`src/inc/bay_cfg_pkg.sv`:
```
// Constants, register map and field layouts for the bay timing block.
// Function
// - USB present flag reads as the inverted USB presence pin.
// - Flag rise may raise a status change event; reset clears the flag.
// - Special config bits 31:8 always read zero; low byte is config.
// - Special config accepts only the first write after reset; resets to 0.
// - Insertion time-out is field value times 800 ms.
// - Insertion is reported only after the selected time-out.
// - Presence inputs are debounced 50 ms before the time-out begins.
// - Solenoid length zero gives level mode following the lock bit.
// - Nonzero length pulses solenoid on each lock bit 1 to 0 write.
// - Pulse width is length times 50 ms, or length times 800 ms if long select.
// - Long-pulse select has no effect in level mode.
// - First length write clears lock bits and solenoid outputs.
// - External reset pin and power-on reset are ORed together.
// - Power-on reset lasts two cycles, then waits for the pin high.
// - Reset clears control, status, config and all drive outputs.
// - Reset loads controller config with two bays, no locks.
// - Reset restores write permission of every write-once field.
// - Reset samples address selects and zeroes the register pointer.
package bay_cfg_pkg;

  localparam logic [7:0]  BAY_CTRL0_OFS = 8'h10;
  localparam logic [7:0]  BAY_STAT0_OFS = 8'h14;
  localparam logic [7:0]  BAY_CTRL1_OFS = 8'h1c;
  localparam logic [7:0]  BAY_STAT1_OFS = 8'h20;
  localparam logic [7:0]  CTRL_CFG_OFS  = 8'h24;
  localparam logic [7:0]  SPEC_CFG_OFS  = 8'hfc;

  localparam int          LOCK_BIT      = 7;
  localparam int          PWR_BIT       = 0;
  localparam int          PRESENT_BIT   = 0;

  localparam logic [31:0] SPEC_CFG_RST  = 32'h0000_0000;
  localparam logic [31:0] CTRL_CFG_RST  = 32'h0000_0002;
  localparam logic [7:0]  PTR_RST       = 8'h00;

  localparam int          POR_CYCLES    = 2;
  localparam longint      CLK_HZ        = 50000000;
  localparam longint      TICK_MS       = 50;
  localparam longint      LONG_MS       = 800;
  localparam int          TICK_CYC      = int'((TICK_MS * CLK_HZ) / 1000);
  localparam logic [7:0]  LONG_TICKS    = 8'(LONG_MS / TICK_MS);
  localparam logic [7:0]  DEB_TICKS     = 8'h01;

  typedef struct packed {
    logic [2:0] insertion_timeout_field;
    logic [3:0] solenoid_length_field;
    logic       long_pulse_select;
  } spec_cfg_s;

endpackage
```
`src/core/bay_timing_config_and_reset.sv`:
```
// Special configuration register, presence timing, solenoid drive, reset.
//
// Register access over APB was left to the implementer.
`timescale 1ns/1ps
`default_nettype none
module bay_timing_config_and_reset #(
  parameter int TICK_CYC = bay_cfg_pkg::TICK_CYC
) (
  input  wire logic        clk_in,
  input  wire logic        nrst_in,
  input  wire logic        reset_pin_n_in,
  input  wire logic [7:0]  paddr_in,
  input  wire logic        psel_in,
  input  wire logic        penable_in,
  input  wire logic        pwrite_in,
  input  wire logic [31:0] pwdata_in,
  output logic      [31:0] prdata_out,
  output logic             pready_out,
  output logic             pslverr_out,
  input  wire logic [1:0]  usb_presence_pin_n_in,
  input  wire logic        addr_select_low_in,
  input  wire logic        addr_select_high_in,
  output logic      [1:0]  solenoid_drive_out,
  output logic      [1:0]  power_enable_out,
  output logic      [1:0]  status_change_out,
  output logic      [1:0]  bus_addr_out,
  output logic      [7:0]  addr_pointer_out
);

  function automatic logic hit(input logic [7:0] a, input logic [7:0] o);
    hit = (a == o);
  endfunction

  logic [1:0]             por_cnt_r;
  logic                   rst_int_r;
  bay_cfg_pkg::spec_cfg_s spec_r;
  logic                   spec_done_r;
  logic [1:0]             lock_r;
  logic [1:0]             pwr_r;
  logic [1:0]             flag_r;

  // Power-on hold counts first; the pin then keeps reset up while low.
  wire        por_busy  = (por_cnt_r < 2'(bay_cfg_pkg::POR_CYCLES));
  wire        rst_nxt   = por_busy | ~reset_pin_n_in;

  always_ff @(posedge clk_in or negedge nrst_in)
  begin
    if (!nrst_in)
      por_cnt_r <= 2'h0;
    else if (por_busy)
      por_cnt_r <= por_cnt_r + 2'h1;
  end

  always_ff @(posedge clk_in or negedge nrst_in)
  begin
    if (!nrst_in)
      rst_int_r <= 1'b1;
    else
      rst_int_r <= rst_nxt;
  end

  // APB slave: one wait-free access cycle after setup.
  wire        setup     = psel_in & ~penable_in;
  wire        acc_wr    = psel_in & penable_in & pready_out & pwrite_in
                          & ~rst_int_r;
  wire        wr_spec   = acc_wr & hit(paddr_in, bay_cfg_pkg::SPEC_CFG_OFS);
  wire        first_spec = wr_spec & ~spec_done_r;
  wire [1:0]  wr_ctrl;
  assign wr_ctrl[0] = acc_wr & hit(paddr_in, bay_cfg_pkg::BAY_CTRL0_OFS);
  assign wr_ctrl[1] = acc_wr & hit(paddr_in, bay_cfg_pkg::BAY_CTRL1_OFS);
  wire        new_lock  = pwdata_in[bay_cfg_pkg::LOCK_BIT];
  wire        new_pwr   = pwdata_in[bay_cfg_pkg::PWR_BIT];

  wire [31:0] ctrl0_q   = {24'h0, lock_r[0], 6'h0, pwr_r[0]};
  wire [31:0] ctrl1_q   = {24'h0, lock_r[1], 6'h0, pwr_r[1]};
  wire [31:0] stat0_q   = {31'h0, flag_r[0]};
  wire [31:0] stat1_q   = {31'h0, flag_r[1]};
  wire [31:0] spec_q    = {24'h0, spec_r};

  wire        mapped    = hit(paddr_in, bay_cfg_pkg::BAY_CTRL0_OFS)
                        | hit(paddr_in, bay_cfg_pkg::BAY_STAT0_OFS)
                        | hit(paddr_in, bay_cfg_pkg::BAY_CTRL1_OFS)
                        | hit(paddr_in, bay_cfg_pkg::BAY_STAT1_OFS)
                        | hit(paddr_in, bay_cfg_pkg::CTRL_CFG_OFS)
                        | hit(paddr_in, bay_cfg_pkg::SPEC_CFG_OFS);

  wire [31:0] rd_mux    =
    hit(paddr_in, bay_cfg_pkg::BAY_CTRL0_OFS) ? ctrl0_q :
    hit(paddr_in, bay_cfg_pkg::BAY_STAT0_OFS) ? stat0_q :
    hit(paddr_in, bay_cfg_pkg::BAY_CTRL1_OFS) ? ctrl1_q :
    hit(paddr_in, bay_cfg_pkg::BAY_STAT1_OFS) ? stat1_q :
    hit(paddr_in, bay_cfg_pkg::CTRL_CFG_OFS)  ? bay_cfg_pkg::CTRL_CFG_RST :
    hit(paddr_in, bay_cfg_pkg::SPEC_CFG_OFS)  ? spec_q : 32'h0;

  always_ff @(posedge clk_in or negedge nrst_in)
  begin
    if (!nrst_in)
    begin
      pready_out  <= 1'b0;
      pslverr_out <= 1'b0;
      prdata_out  <= 32'h0;
    end
    else
    begin
      pready_out  <= setup;
      pslverr_out <= setup & ~mapped;
      prdata_out  <= (setup & ~pwrite_in) ? rd_mux : 32'h0;
    end
  end

  // Address selects are caught and the pointer zeroed while internal reset holds.
  always_ff @(posedge clk_in or negedge nrst_in)
  begin
    if (!nrst_in)
    begin
      bus_addr_out     <= 2'h0;
      addr_pointer_out <= bay_cfg_pkg::PTR_RST;
    end
    else if (rst_int_r)
    begin
      bus_addr_out     <= {addr_select_high_in, addr_select_low_in};
      addr_pointer_out <= bay_cfg_pkg::PTR_RST;
    end
    else if (setup)
      addr_pointer_out <= paddr_in;
  end

  // Write-once configuration; permission returns on every reset.
  always_ff @(posedge clk_in or negedge nrst_in)
  begin
    if (!nrst_in)
    begin
      spec_r      <= bay_cfg_pkg::spec_cfg_s'(bay_cfg_pkg::SPEC_CFG_RST[7:0]);
      spec_done_r <= 1'b0;
    end
    else if (rst_int_r)
    begin
      spec_r      <= bay_cfg_pkg::spec_cfg_s'(bay_cfg_pkg::SPEC_CFG_RST[7:0]);
      spec_done_r <= 1'b0;
    end
    else if (first_spec)
    begin
      spec_r      <= bay_cfg_pkg::spec_cfg_s'(pwdata_in[7:0]);
      spec_done_r <= 1'b1;
    end
  end

  // One debounce tick comes first, then sixteen ticks per time-out step.
  wire [2:0] tmo_step  = spec_r.insertion_timeout_field;
  wire [3:0] pulse_len = spec_r.solenoid_length_field;
  wire       long_sel  = spec_r.long_pulse_select;
  wire [7:0] ins_ticks = {1'b0, tmo_step, 4'h0} + 8'h01;
  wire [7:0] pul_ticks = long_sel ? {pulse_len, 4'h0}
                                  : {4'h0, pulse_len};
  wire       level     = (pulse_len == 4'h0);

  genvar i;
  generate
    for (i = 0; i < 2; i = i + 1)
    begin : g_bay
      logic        pres_r;
      logic [21:0] dcyc_r;
      logic [7:0]  dtick_r;
      logic [21:0] scyc_r;
      logic [7:0]  stick_r;
      logic        pulsing_r;
      wire  dwrap = (dcyc_r == 22'(TICK_CYC - 1));
      wire  swrap = (scyc_r == 22'(TICK_CYC - 1));
      wire  [7:0] dlim = pres_r ? ins_ticks : bay_cfg_pkg::DEB_TICKS;
      wire  ddone = dwrap & (dtick_r + 8'h01 == dlim);
      wire  fall  = wr_ctrl[i] & lock_r[i] & ~new_lock;
      wire  sdone = swrap & (stick_r + 8'h01 == pul_ticks);

      // Any bounce back to the reported state restarts the whole wait.
      always_ff @(posedge clk_in or negedge nrst_in)
      begin
        if (!nrst_in)
        begin
          pres_r  <= 1'b0;
          dcyc_r  <= 22'h0;
          dtick_r <= 8'h0;
          flag_r[i] <= 1'b0;
          status_change_out[i] <= 1'b0;
        end
        else if (rst_int_r)
        begin
          pres_r  <= 1'b0;
          dcyc_r  <= 22'h0;
          dtick_r <= 8'h0;
          flag_r[i] <= 1'b0;
          status_change_out[i] <= 1'b0;
        end
        else
        begin
          pres_r <= ~usb_presence_pin_n_in[i];
          status_change_out[i] <= 1'b0;
          if (pres_r == flag_r[i])
          begin
            dcyc_r  <= 22'h0;
            dtick_r <= 8'h0;
          end
          else if (ddone)
          begin
            flag_r[i] <= pres_r;
            status_change_out[i] <= pres_r;
            dcyc_r  <= 22'h0;
            dtick_r <= 8'h0;
          end
          else
          begin
            dcyc_r  <= dwrap ? 22'h0 : dcyc_r + 22'h1;
            dtick_r <= dwrap ? dtick_r + 8'h01 : dtick_r;
          end
        end
      end

      // Lock and power control bits of the bay control register.
      always_ff @(posedge clk_in or negedge nrst_in)
      begin
        if (!nrst_in)
        begin
          lock_r[i] <= 1'b0;
          pwr_r[i]  <= 1'b0;
          power_enable_out[i] <= 1'b0;
        end
        else if (rst_int_r)
        begin
          lock_r[i] <= 1'b0;
          pwr_r[i]  <= 1'b0;
          power_enable_out[i] <= 1'b0;
        end
        else
        begin
          if (first_spec)
            lock_r[i] <= 1'b0;
          else if (wr_ctrl[i])
            lock_r[i] <= new_lock;
          if (wr_ctrl[i])
            pwr_r[i] <= new_pwr;
          power_enable_out[i] <= pwr_r[i];
        end
      end

      // A new falling write during a pulse restarts the pulse width.
      always_ff @(posedge clk_in or negedge nrst_in)
      begin
        if (!nrst_in)
        begin
          scyc_r    <= 22'h0;
          stick_r   <= 8'h0;
          pulsing_r <= 1'b0;
          solenoid_drive_out[i] <= 1'b0;
        end
        else if (rst_int_r || first_spec)
        begin
          scyc_r    <= 22'h0;
          stick_r   <= 8'h0;
          pulsing_r <= 1'b0;
          solenoid_drive_out[i] <= 1'b0;
        end
        else if (level)
        begin
          pulsing_r <= 1'b0;
          solenoid_drive_out[i] <= lock_r[i];
        end
        else if (fall)
        begin
          scyc_r    <= 22'h0;
          stick_r   <= 8'h0;
          pulsing_r <= 1'b1;
          solenoid_drive_out[i] <= 1'b1;
        end
        else if (pulsing_r)
        begin
          scyc_r  <= swrap ? 22'h0 : scyc_r + 22'h1;
          stick_r <= swrap ? stick_r + 8'h01 : stick_r;
          if (sdone)
          begin
            pulsing_r <= 1'b0;
            solenoid_drive_out[i] <= 1'b0;
          end
        end
        else
          solenoid_drive_out[i] <= 1'b0;
      end

      level_follow_a: assert property (
        @(posedge clk_in) disable iff (!nrst_in)
        (!rst_int_r && level && !first_spec && $stable(spec_r))
        |=> (solenoid_drive_out[i] == $past(lock_r[i])))
        else $error("level mode solenoid does not follow lock bit");

      pulse_start_a: assert property (
        @(posedge clk_in) disable iff (!nrst_in)
        (!rst_int_r && !level && fall && !first_spec)
        |=> solenoid_drive_out[i] && pulsing_r)
        else $error("falling lock write did not start a pulse");

      pulse_end_a: assert property (
        @(posedge clk_in) disable iff (!nrst_in)
        (!rst_int_r && pulsing_r && sdone && !fall && !first_spec)
        |=> !solenoid_drive_out[i])
        else $error("pulse did not end at programmed width");

      flag_quiet_a: assert property (
        @(posedge clk_in) disable iff (!nrst_in)
        (!rst_int_r && !flag_r[i] && !ddone) |=> !flag_r[i])
        else $error("presence flag set before debounce and time-out");

      first_clear_a: assert property (
        @(posedge clk_in) disable iff (!nrst_in)
        (first_spec && !rst_int_r)
        |=> !lock_r[i] && !solenoid_drive_out[i])
        else $error("first config write did not clear lock state");
    end
  endgenerate

  spec_once_a: assert property (
    @(posedge clk_in) disable iff (!nrst_in)
    (spec_done_r && !rst_int_r) |=> $stable(spec_r))
    else $error("config changed after first write");

  spec_high_a: assert property (
    @(posedge clk_in) disable iff (!nrst_in)
    (pready_out && !pslverr_out && $past(hit(paddr_in,
      bay_cfg_pkg::SPEC_CFG_OFS)))
    |-> (prdata_out[31:8] == 24'h0))
    else $error("reserved config bits read nonzero");

  reset_clear_a: assert property (
    @(posedge clk_in) disable iff (!nrst_in)
    rst_int_r |=> (spec_r == 8'h00) && (flag_r == 2'h0)
      && (lock_r == 2'h0) && !spec_done_r)
    else $error("internal reset left state set");

  por_len_a: assert property (@(posedge clk_in)
    $rose(nrst_in) |-> rst_int_r ##1 rst_int_r)
    else $error("power-on reset shorter than two cycles");

  pin_reset_a: assert property (
    @(posedge clk_in) disable iff (!nrst_in)
    !reset_pin_n_in |=> rst_int_r)
    else $error("reset pin did not reset the block");

  ptr_reset_a: assert property (
    @(posedge clk_in) disable iff (!nrst_in)
    rst_int_r |=> (addr_pointer_out == bay_cfg_pkg::PTR_RST))
    else $error("pointer not cleared by reset");

endmodule
`default_nettype wire

```
`config.mk`:
```
export PLATFORM = sky130hd
export DESIGN_NAME = bay_timing_config_and_reset
export DESIGN_NICKNAME = d
export VERILOG_FILES = /design/src/inc/bay_cfg_pkg.sv /design/src/core/bay_timing_config_and_reset.sv
export SDC_FILE = /design/constraint.sdc
export NUM_CORES = 1
export LEC_CHECK = 0
export ABC_AREA = 1
export BUFFER_PORTS_ARGS = -buffer_cell sky130_fd_sc_hd__buf_2
export CORE_MARGIN = 2
export CORE_UTILIZATION = 45
export DETAILED_ROUTE_END_ITERATION = 16
export SLEW_MARGIN = 20
export SYNTH_ARGS = -nofsm -noshare
export SYNTH_HDL_FRONTEND = slang
export SYNTH_SLANG_ARGS = --single-unit
```
`constraint.sdc`:
```
create_clock -name clk_in -period 4.9 [get_ports clk_in]
set_clock_uncertainty 0.05 [all_clocks]
set_input_delay 0.735 -clock clk_in [delete_from_list [all_inputs] [get_ports clk_in]]
set_output_delay 0.735 -clock clk_in [all_outputs]
set_load 0.02 [all_outputs]
```
# After elaboration in Yosys (flattened, before gate mapping)
# Index checks and enable logic that the tools add are counted.
# classes
add_sub_neg	10
magnitude_cmp	1
eq_ne	21
muxes	98
bitwise_logic	34
n_reduce_logical	22
# op_table
op	n
22-bit 2-to-1 mux	18
8-bit 2-to-1 mux	32
22-bit by 1-bit adder with 22-bit output (second input constant)	4
22-bit == test (second input constant)	4
1-bit 2-to-1 mux	48
8-bit by 1-bit adder with 8-bit output (second input constant)	4
8-bit == test	4
8-bit by 5-bit == test with 1-bit output (second input constant)	3
1-bit AND	19
3-bit nonzero test	6
8-bit by 6-bit == test with 1-bit output (second input constant)	2
2-bit nonzero test	6
5-bit by 2-bit != test with 1-bit output (second input constant)	2
1-bit NOT	9
7-bit by 1-bit adder with 8-bit output (second input constant)	1
8-bit == test (second input constant)	1
2-bit AND reduction	4
4-bit nonzero test	2
1-bit OR	6
3-bit AND reduction	2
4-bit logical NOT	1
2-bit != test (second input constant)	2
2-bit by 1-bit adder with 2-bit output (second input constant)	1
1-bit == test	2
3 further kinds	3
# word_totals
reg_bits	168
output_inout_bits	50
elab_cells	221

# Depth between registers and ports, before layout
# Gate-level depths: netlist of the first run.
# depth
word_depth	10
ltp_mapped	14
ltp_nobuf	13

# Least setup slack after synthesis of the first run
# Ideal clock, no wire load.
# synth_timing
path_kind	in2reg
startpoint	input port paddr_in[1]
endpoint	register g_bay[1].scyc_r[5]
setup_time_ns	0.119
arrival_ns	1.920
slack_ns	2.811
cell_stages	12
n_path_buf	2
path_cell_list	nor2_4 nand3_2 nor3_4 nand2_2 nand2_2 buf_6 nor2_1 nand2_4 inv_2 buf_2 o21ai_1 nor2_1
# synth_between
elab_chain_cells	7
# synth_lines
item	line_no	source
from (decl)	bay_timing_config_and_reset.sv:12	input wire logic [7:0] paddr_in,
8-bit by 5-bit == test with 1-bit output	bay_timing_config_and_reset.sv:31	hit = (a == o);
1-bit AND	bay_timing_config_and_reset.sv:70	assign wr_ctrl[1] = acc_wr & hit(paddr_in, bay_cfg_pkg::BAY_CTRL1_OFS);
1-bit AND (2 in series)	bay_timing_config_and_reset.sv:171	wire fall = wr_ctrl[i] & lock_r[i] & ~new_lock;
22-bit 2-to-1 mux	bay_timing_config_and_reset.sv:266	else if (fall)
22-bit 2-to-1 mux	bay_timing_config_and_reset.sv:261	else if (level)
22-bit 2-to-1 mux	bay_timing_config_and_reset.sv:254	else if (rst_int_r || first_spec)
to (signal assigned)	bay_timing_config_and_reset.sv:275	scyc_r <= swrap ? 22'h0 : scyc_r + 22'h1;
to (decl)	bay_timing_config_and_reset.sv:164	logic [21:0] scyc_r;
# Several ways; a longest one is shown, not always the timed one. The select of a mux whose other input is x is not followed.
# A chain may end at the register's enable or synchronous reset.

# Worst setup path after layout of the first run
# layout_timing
startpoint	register rst_int_r
endpoint	register g_bay[1].stick_r[3]
# layout_between
elab_chain_cells	8
# layout_lines
item	line_no	source
from (decl)	bay_timing_config_and_reset.sv:35	logic rst_int_r;
from (signal assigned)	bay_timing_config_and_reset.sv:59	rst_int_r <= rst_nxt;
1-bit NOT	bay_timing_config_and_reset.sv:65	& ~rst_int_r;
1-bit AND	bay_timing_config_and_reset.sv:65	
1-bit AND	bay_timing_config_and_reset.sv:70	
1-bit AND (2 in series)	bay_timing_config_and_reset.sv:171	
8-bit 2-to-1 mux	bay_timing_config_and_reset.sv:266	
8-bit 2-to-1 mux	bay_timing_config_and_reset.sv:261	
8-bit 2-to-1 mux	bay_timing_config_and_reset.sv:254	
to (signal assigned)	bay_timing_config_and_reset.sv:276	stick_r <= swrap ? stick_r + 8'h01 : stick_r;
to (decl)	bay_timing_config_and_reset.sv:165	logic [7:0] stick_r;
# Several ways; a longest one is shown, not always the timed one. The select of a mux whose other input is x is not followed.

==> run metrics, run 1 <==
CP Launch Type=flop; row count=54; Hold WC Path Type=in2async; met3 Use GR=0.0441; fraction of layout cells with a size suffix above 1=0.0923; crit-path cells=inv_2 > nand2_1 > nor2_2 > nand3_2 > nor2_1 > nand2_2 > nand2_2 > nor2_1 > nand2_4 > nand2_2 > nand2_1 > o21ai_2; H-tree depth=4; worst hold slack=312 ps; worst relative slew slack=0.453; Slowest-stage cell, CP=dfstp_2; Max Root-Sink Buffers=2; hold violation count in the final report=0; Port Buffers=51; WL per Instance=14.5 um; library cells used by synthesis=46; initial antenna violation count=1; met2 Resource Use GR=0.341; Tot Pwr=3.00 mW; post-DP HPWL=17800 um; fin crit share=0.618; Final setup viols=0; Reg clk slew, reported paths=80 ps; number of DRC markers in iteration 0=532; synthesized area=9900 um^2; GRT Total Usage=0.219; CTS Buf Count=17; MaxCap Viol Count=0; commonest non-fill, non-tap cells in the layout=346 x nand2_1, 198 x nor2_1, 167 x dfrtp_1; grt total ovfl=0; Seq/Total Area, Yosys=0.425; drt first pass iters=7; # diodes=0; Ys Warns=0; Mapped Cells=1359; vias in the first global route=8336; register bit total from synthesis=168; Period minus WS final=3030 ps; root buf cell=clkbuf_16; die width=152 um; Max VDD drop=196 uV; post-layout util=0.500; Residual DRC=0; vias=8729; P&R area growth vs syn=9.54%; largest cells by area after synthesis=dfrtp_1 42%, nand2_1 13%, nor2_1 7.5%, nand3_1 6.7%, inv_1 5.3%; postcts setup bufs=0; Slew @ Worst Pin=820 ps; clock sink count=168; biggest cell delay along the critical path=460 ps; FF+latch area=4210 um^2; Final nets=1466; Die H=152 um; grt peak-use layer=met2; crit path buf inv count=1; RSZ-0062 raised after global routing=no; Initial Util=0.457; most frequent CP cell=nand2_2; CTS tree=yes; IO Count=100; static leakage=5.02 nW; Core Box Area=21700 um^2; required time of the critical path=5150 ps; top-area cell type share of the netlist area=0.422; CP endpoint kind=flop; Critical Path AT=3280 ps; Slew Viols, Final=0; clk_lat worst skew=430 ps; vias per cell=5.14; GPL Wtd Cong=0.926; Resize count post-CTS=0; cts hold-fix bufs=0; leading area contributor after synthesis=dfrtp_1; post-synthesis average cell area=7.29 um^2; worst setup path category=reg2reg; Sum Neg Setup Slack=0 ps; outcome=complete, no violations; most common cell after layout, fill and taps aside=nand2_1; wirelength, routed=24700 um; worst-path fanout max=34; pin count of the biggest net entering global routing=86; family with the most delay on the worst path=simple AND/OR/NAND/NOR gates; Fmax=0.330 GHz; first-pass GRT wire length=41700 um; grt met1 use=0.313; pwr/cell area=277 nW/um^2; Die ar.=23200 um^2; Routed Antenna Nets=0; Layout fillers=2164; footprint of the multi-input gates=4880 um^2
## synthesized netlist by cell type, drive strengths merged
cell type	number
a211oi	1
a21o	1
a21oi	42
a22o	1
a31oi	4
and2	1
and3	1
buf	41
clkbuf	11
clkinv	1
conb	1
dfrtp	167
dfstp	1
ha	10
inv	146
nand2	352
nand3	137
nand3b	6
nand4	33
nor2	207
nor3	43
nor3b	8
nor4	4
o21a	1
o21ai	85
o21bai	1
o22ai	1
o311ai	1
o31ai	5
or2	2
xnor2	9
xor2	35
## worst register-to-register path, cell delays in order (launching register included)
cell and delay, ps:
dfstp_2 460, inv_2 410, nand2_1 120, nor2_2 110
nand3_2 90, nor2_1 210, nand2_2 110, nand2_2 310
nor2_1 140, nand2_4 300, nand2_2 360, nand2_1 180
o21ai_2 60
## flip-flops by register name, summed over array words and instances (netlist names)
register and flops:
flag_r 2, g_bay.scyc_r 44, solenoid_drive_out 2, rst_int_r 1, status_change_out 2, addr_pointer_out 8, pulse_len 4, power_enable_out 2
pslverr_out 1, long_sel 1, prdata_out 8, g_bay.dcyc_r 44, g_bay.pres_r 2, tmo_step 3, bus_addr_out 2, g_bay.stick_r 16
pready_out 1, g_bay.dtick_r 16, ctrl0_q 2, spec_done_r 1, ctrl1_q 2, por_cnt_r 2, g_bay.pulsing_r 2
## power by group
group	switching, mW	total (mW)	leakage, nW	internal (mW)
combinational	0.184	0.250	2.43	0.0656
sequential	0.0384	1.46	2.31	1.42
clock	0.615	1.29	0.278	0.680
## through the flow
step / std cells / setup WS [ps] / cell area [um^2]
5_1_grt: 1699 / 1520 / 10800
3_5_place_dp: 1667 / 1830 / 10300
6_report: 1699 / 1870 / 10800
2_1_floorplan: 1382 / 2810 / 9990
4_1_cts: 1699 / 1860 / 10800
3_3_place_gp: 1667 / 1890 / 10300
## area by class of cell
| cell class | count | area share |
|---|---|---|
| Inverter | 147 | 0.0509 |
| Sequential cell | 168 | 0.388 |
| Clock inverter | 13 | 0.00992 |
| Multi-Input combinational cell | 1015 | 0.450 |
| Tap cell | 280 | 0.0323 |
| Clock buffer | 19 | 0.0408 |
| Timing Repair Buffer | 57 | 0.0283 |
## routing by layer
layer	routed length, um	up-vias
li1	-	4440
met3	1020	24
met1	12400	4107
met2	10900	158
met5	0	-
met4	346	0
## logic make-up after synthesis
| logic type | Yosys count | synth area share |
|---|---|---|
| adders and majority gates | 10 | 0.0126 |
| other | 1 | 0.000379 |
| AOI/OAI and AO/OA | 143 | 0.0813 |
| DFF | 168 | 0.425 |
| xor gates and xnor gates | 44 | 0.0389 |
| buffers and inverters | 199 | 0.0910 |
| and+or+nand+nor | 794 | 0.351 |
## worst paths after layout
| kind | to | from | depth (start not counted) | slack [ps] |
|---|---|---|---|---|
| min | g_bay[0].dcyc_r[12]$_DFF_PN0_ | nrst_in | 1 | 310 |
| min reg2reg | rst_int_r$_DFF_PN1_ | por_cnt_r[1]$_DFFE_PN0N_ | 1 | 370 |
| max reg2reg | g_bay[1].stick_r[3]$_DFFE_PN0P_ | rst_int_r$_DFF_PN1_ | 12 | 1870 |
| max in group asynchronous | g_bay[1].scyc_r[14]$_DFFE_PN0P_ | nrst_in | 2 | 3350 |
| max | g_bay[1].stick_r[3]$_DFFE_PN0P_ | rst_int_r$_DFF_PN1_ | 12 | 1870 |
| min in group clk_in | rst_int_r$_DFF_PN1_ | por_cnt_r[1]$_DFFE_PN0N_ | 1 | 370 |
(Power assumes the default switching activity.)
==> run 2, diff against run 1 <==
clock period = 2.8 ns   (was 4.9 ns; I/O delays follow)
==> run 2 against run 1 <==
- setup slack worse by 1400 ps
- flip-flop and latch count stayed put
- maximum frequency is 27% higher
- sequential power is 75% higher
- count of clock-buffer cells in the layout is 1 higher
- critical path depth is 4 lower
- critical path type unchanged
==> run metrics, run 2 (same netlist as run 1, synthesis figures left out) <==
outcome=complete, no violations; reg2reg path depth=8 (-4); hold violation count in the final report=0 (unchanged); Hold WC Path Type=in2reg; R2R Setup Slk=420 ps (-1450 ps); Worst Hold Depth=2; cts hold-fix bufs=1 (+1); RSZ-0062 raised after global routing=no; Initial Util=0.457 (unchanged); P&R area growth vs syn=11.0%; post-layout util=0.507 (+0.00669); vias in the first global route=8099 (-2.8%); postcts setup bufs=0 (unchanged); post-DP HPWL=18100 um (+1.5%); initial antenna violation count=0 (-1); most common cell after layout, fill and taps aside=nand2_1; drt first pass iters=5 (-2); static leakage=5.08 nW (+1.3%); Slowest-stage cell, CP=nor2_2; Core Box Area=21700 um^2 (unchanged); CP Launch Type=flop; Die ar.=23200 um^2 (unchanged); Residual DRC=0 (unchanged); MaxCap Viol Count=0 (unchanged); CP endpoint kind=flop; Die H=152 um (unchanged); Slew @ Worst Pin=746 ps (-73.6 ps); Period minus WS final=2380 ps (-650 ps); GPL Wtd Cong=0.907 (-2.0%); Worst Hold Launch=reset_pin_n_in; Critical Path AT=2680 ps (-600 ps); Fmax=0.421 GHz (+27%); FF-to-FF End=g_bay[1].dcyc_r[16]$_DFF_PN0_; die width=152 um (unchanged); reg2reg start=g_bay[1].dcyc_r[0]$_DFF_PN0_; clock sink count=168 (unchanged); worst-path fanout max=17 (-50%); Sum Neg Setup Slack=0 ps (unchanged); worst hold endpoint=rst_int_r$_DFF_PN1_; biggest cell delay along the critical path=520 ps (+60 ps); Slew Viols, Final=0 (unchanged); wirelength, routed=24400 um (-1.3%); required time of the critical path=3100 ps (-2050 ps); worst relative slew slack=0.501 (+0.0473); first-pass GRT wire length=41300 um (-0.96%); H-tree depth=4 (unchanged); Final setup viols=0 (unchanged); clk_lat worst skew=430 ps (about the same); vias per cell=5.15 (+0.24%); Max VDD drop=291 uV (+48%); most frequent CP cell=nor2_2; row count=54 (unchanged); crit-path cells=ha_1 > nand2_1 > nor2_2 > nand3_1 > nor2_1 > nor2_2 > inv_1 > a211oi_1; CTS Buf Count=17 (unchanged); fraction of layout cells with a size suffix above 1=0.0992 (+0.00691); largest registers=g_bay.dcyc_r: 44 flops, g_bay.scyc_r: 44 flops; vias=8812 (+0.95%); Max Root-Sink Buffers=2 (unchanged); Routed Antenna Nets=0 (unchanged); pin count of the biggest net entering global routing=72 (-16%); Reg clk slew, reported paths=80 ps (about the same); fin crit share=0.849 (+0.231); # diodes=0 (unchanged); Resize count post-CTS=0 (unchanged); number of DRC markers in iteration 0=592 (+11%); WL per Instance=14.3 um (-2.0%); Port Buffers=51 (unchanged); GRT Total Usage=0.217 (-0.00171); grt total ovfl=0 (unchanged); IO Count=100 (unchanged); pwr/cell area=488 nW/um^2 (+76%); root buf cell=clkbuf_16; Final nets=1478 (+0.82%); CTS tree=yes; worst setup path category=reg2reg; commonest non-fill, non-tap cells in the layout=346 x nand2_1, 197 x nor2_1, 167 x dfrtp_1
==> run 2: changes by cell type in the layout (fill, tap and decap cells not counted), sizes merged <==
cell / delta
bufinv: +1
clkbuf: +1
clkinv: -3
dlygate4sd3: +1
clkinvlp: +2
inv: -1
buf: +11
==> run 2: per-stage QoR <==
step | cells | area (um^2) | setup slack (ps) | hold slack, ps | power (mW)
finish | 1711 | 11000 | 423 | 62.9 | 5.37
global route | 1711 | 11000 | 172 | 49.5 | 5.61
global placement | 1678 | 10400 | 71.4 | 357 | 3.04
floorplan | 1382 | 9990 | 926 | 74.4 | 2.89
detailed placement | 1678 | 10400 | 10.6 | 355 | 3.05
CTS | 1711 | 11000 | 0.567 | 47.6 | 5.44
==> run 2: worst max-delay path by stage <==
stage | from | to | slack, ps | cells after the start
global placement | g_bay[1].dcyc_r[0]$_DFF_PN0_ | g_bay[1].dcyc_r[16]$_DFF_PN0_ | 70 | 8
detailed placement | g_bay[1].dcyc_r[0]$_DFF_PN0_ | g_bay[1].dcyc_r[16]$_DFF_PN0_ | 10 | 8
global route | rst_int_r$_DFF_PN1_ | g_bay[1].scyc_r[5]$_DFFE_PN0P_ | 170 | 12
CTS | g_bay[1].dcyc_r[0]$_DFF_PN0_ | g_bay[1].dcyc_r[16]$_DFF_PN0_ | 0.6 | 8
floorplan | g_bay[1].scyc_r[0]$_DFFE_PN0P_ | g_bay[1].stick_r[4]$_DFFE_PN0P_ | 930 | 11
finish | g_bay[1].dcyc_r[0]$_DFF_PN0_ | g_bay[1].dcyc_r[16]$_DFF_PN0_ | 420 | 8
==> run 2: worst max-delay path, delay by kind of cell, from the launching register on <==
kind,cells,cell delay [ps]
buffers and inverters,1,430
adders and majority gates,1,220
and+or+nand+nor,5,880
DFF,1,400
AOI/OAI and AO/OA,1,300
==> run 2: area by class of cell <==
cell class              count  area (um^2)
inverters                 147          552
multi-input cells        1015         4880
clock buffers              20          447
repair buffers             69          424
well taps                 280          350
clock inverters            12          129
fillers                  2198        10700
flip-flops and latches    168         4210
==> run 2: power breakdown <==
part	total (mW)	internal [mW]	switching, mW	leakage [nW]
Sequential	2.55	2.48	0.0653	2.31
Combinational	0.454	0.128	0.326	2.50
Clock	2.37	1.28	1.08	0.277
==> run 2: layer usage <==
layer	vias up	share of wire	global-route usage
met3	24	0.040	0.0407
met4	0	0.012	0.0458
li1	4475	-	-
met2	181	0.45	0.336
met5	-	0	0
met1	4132	0.50	0.320
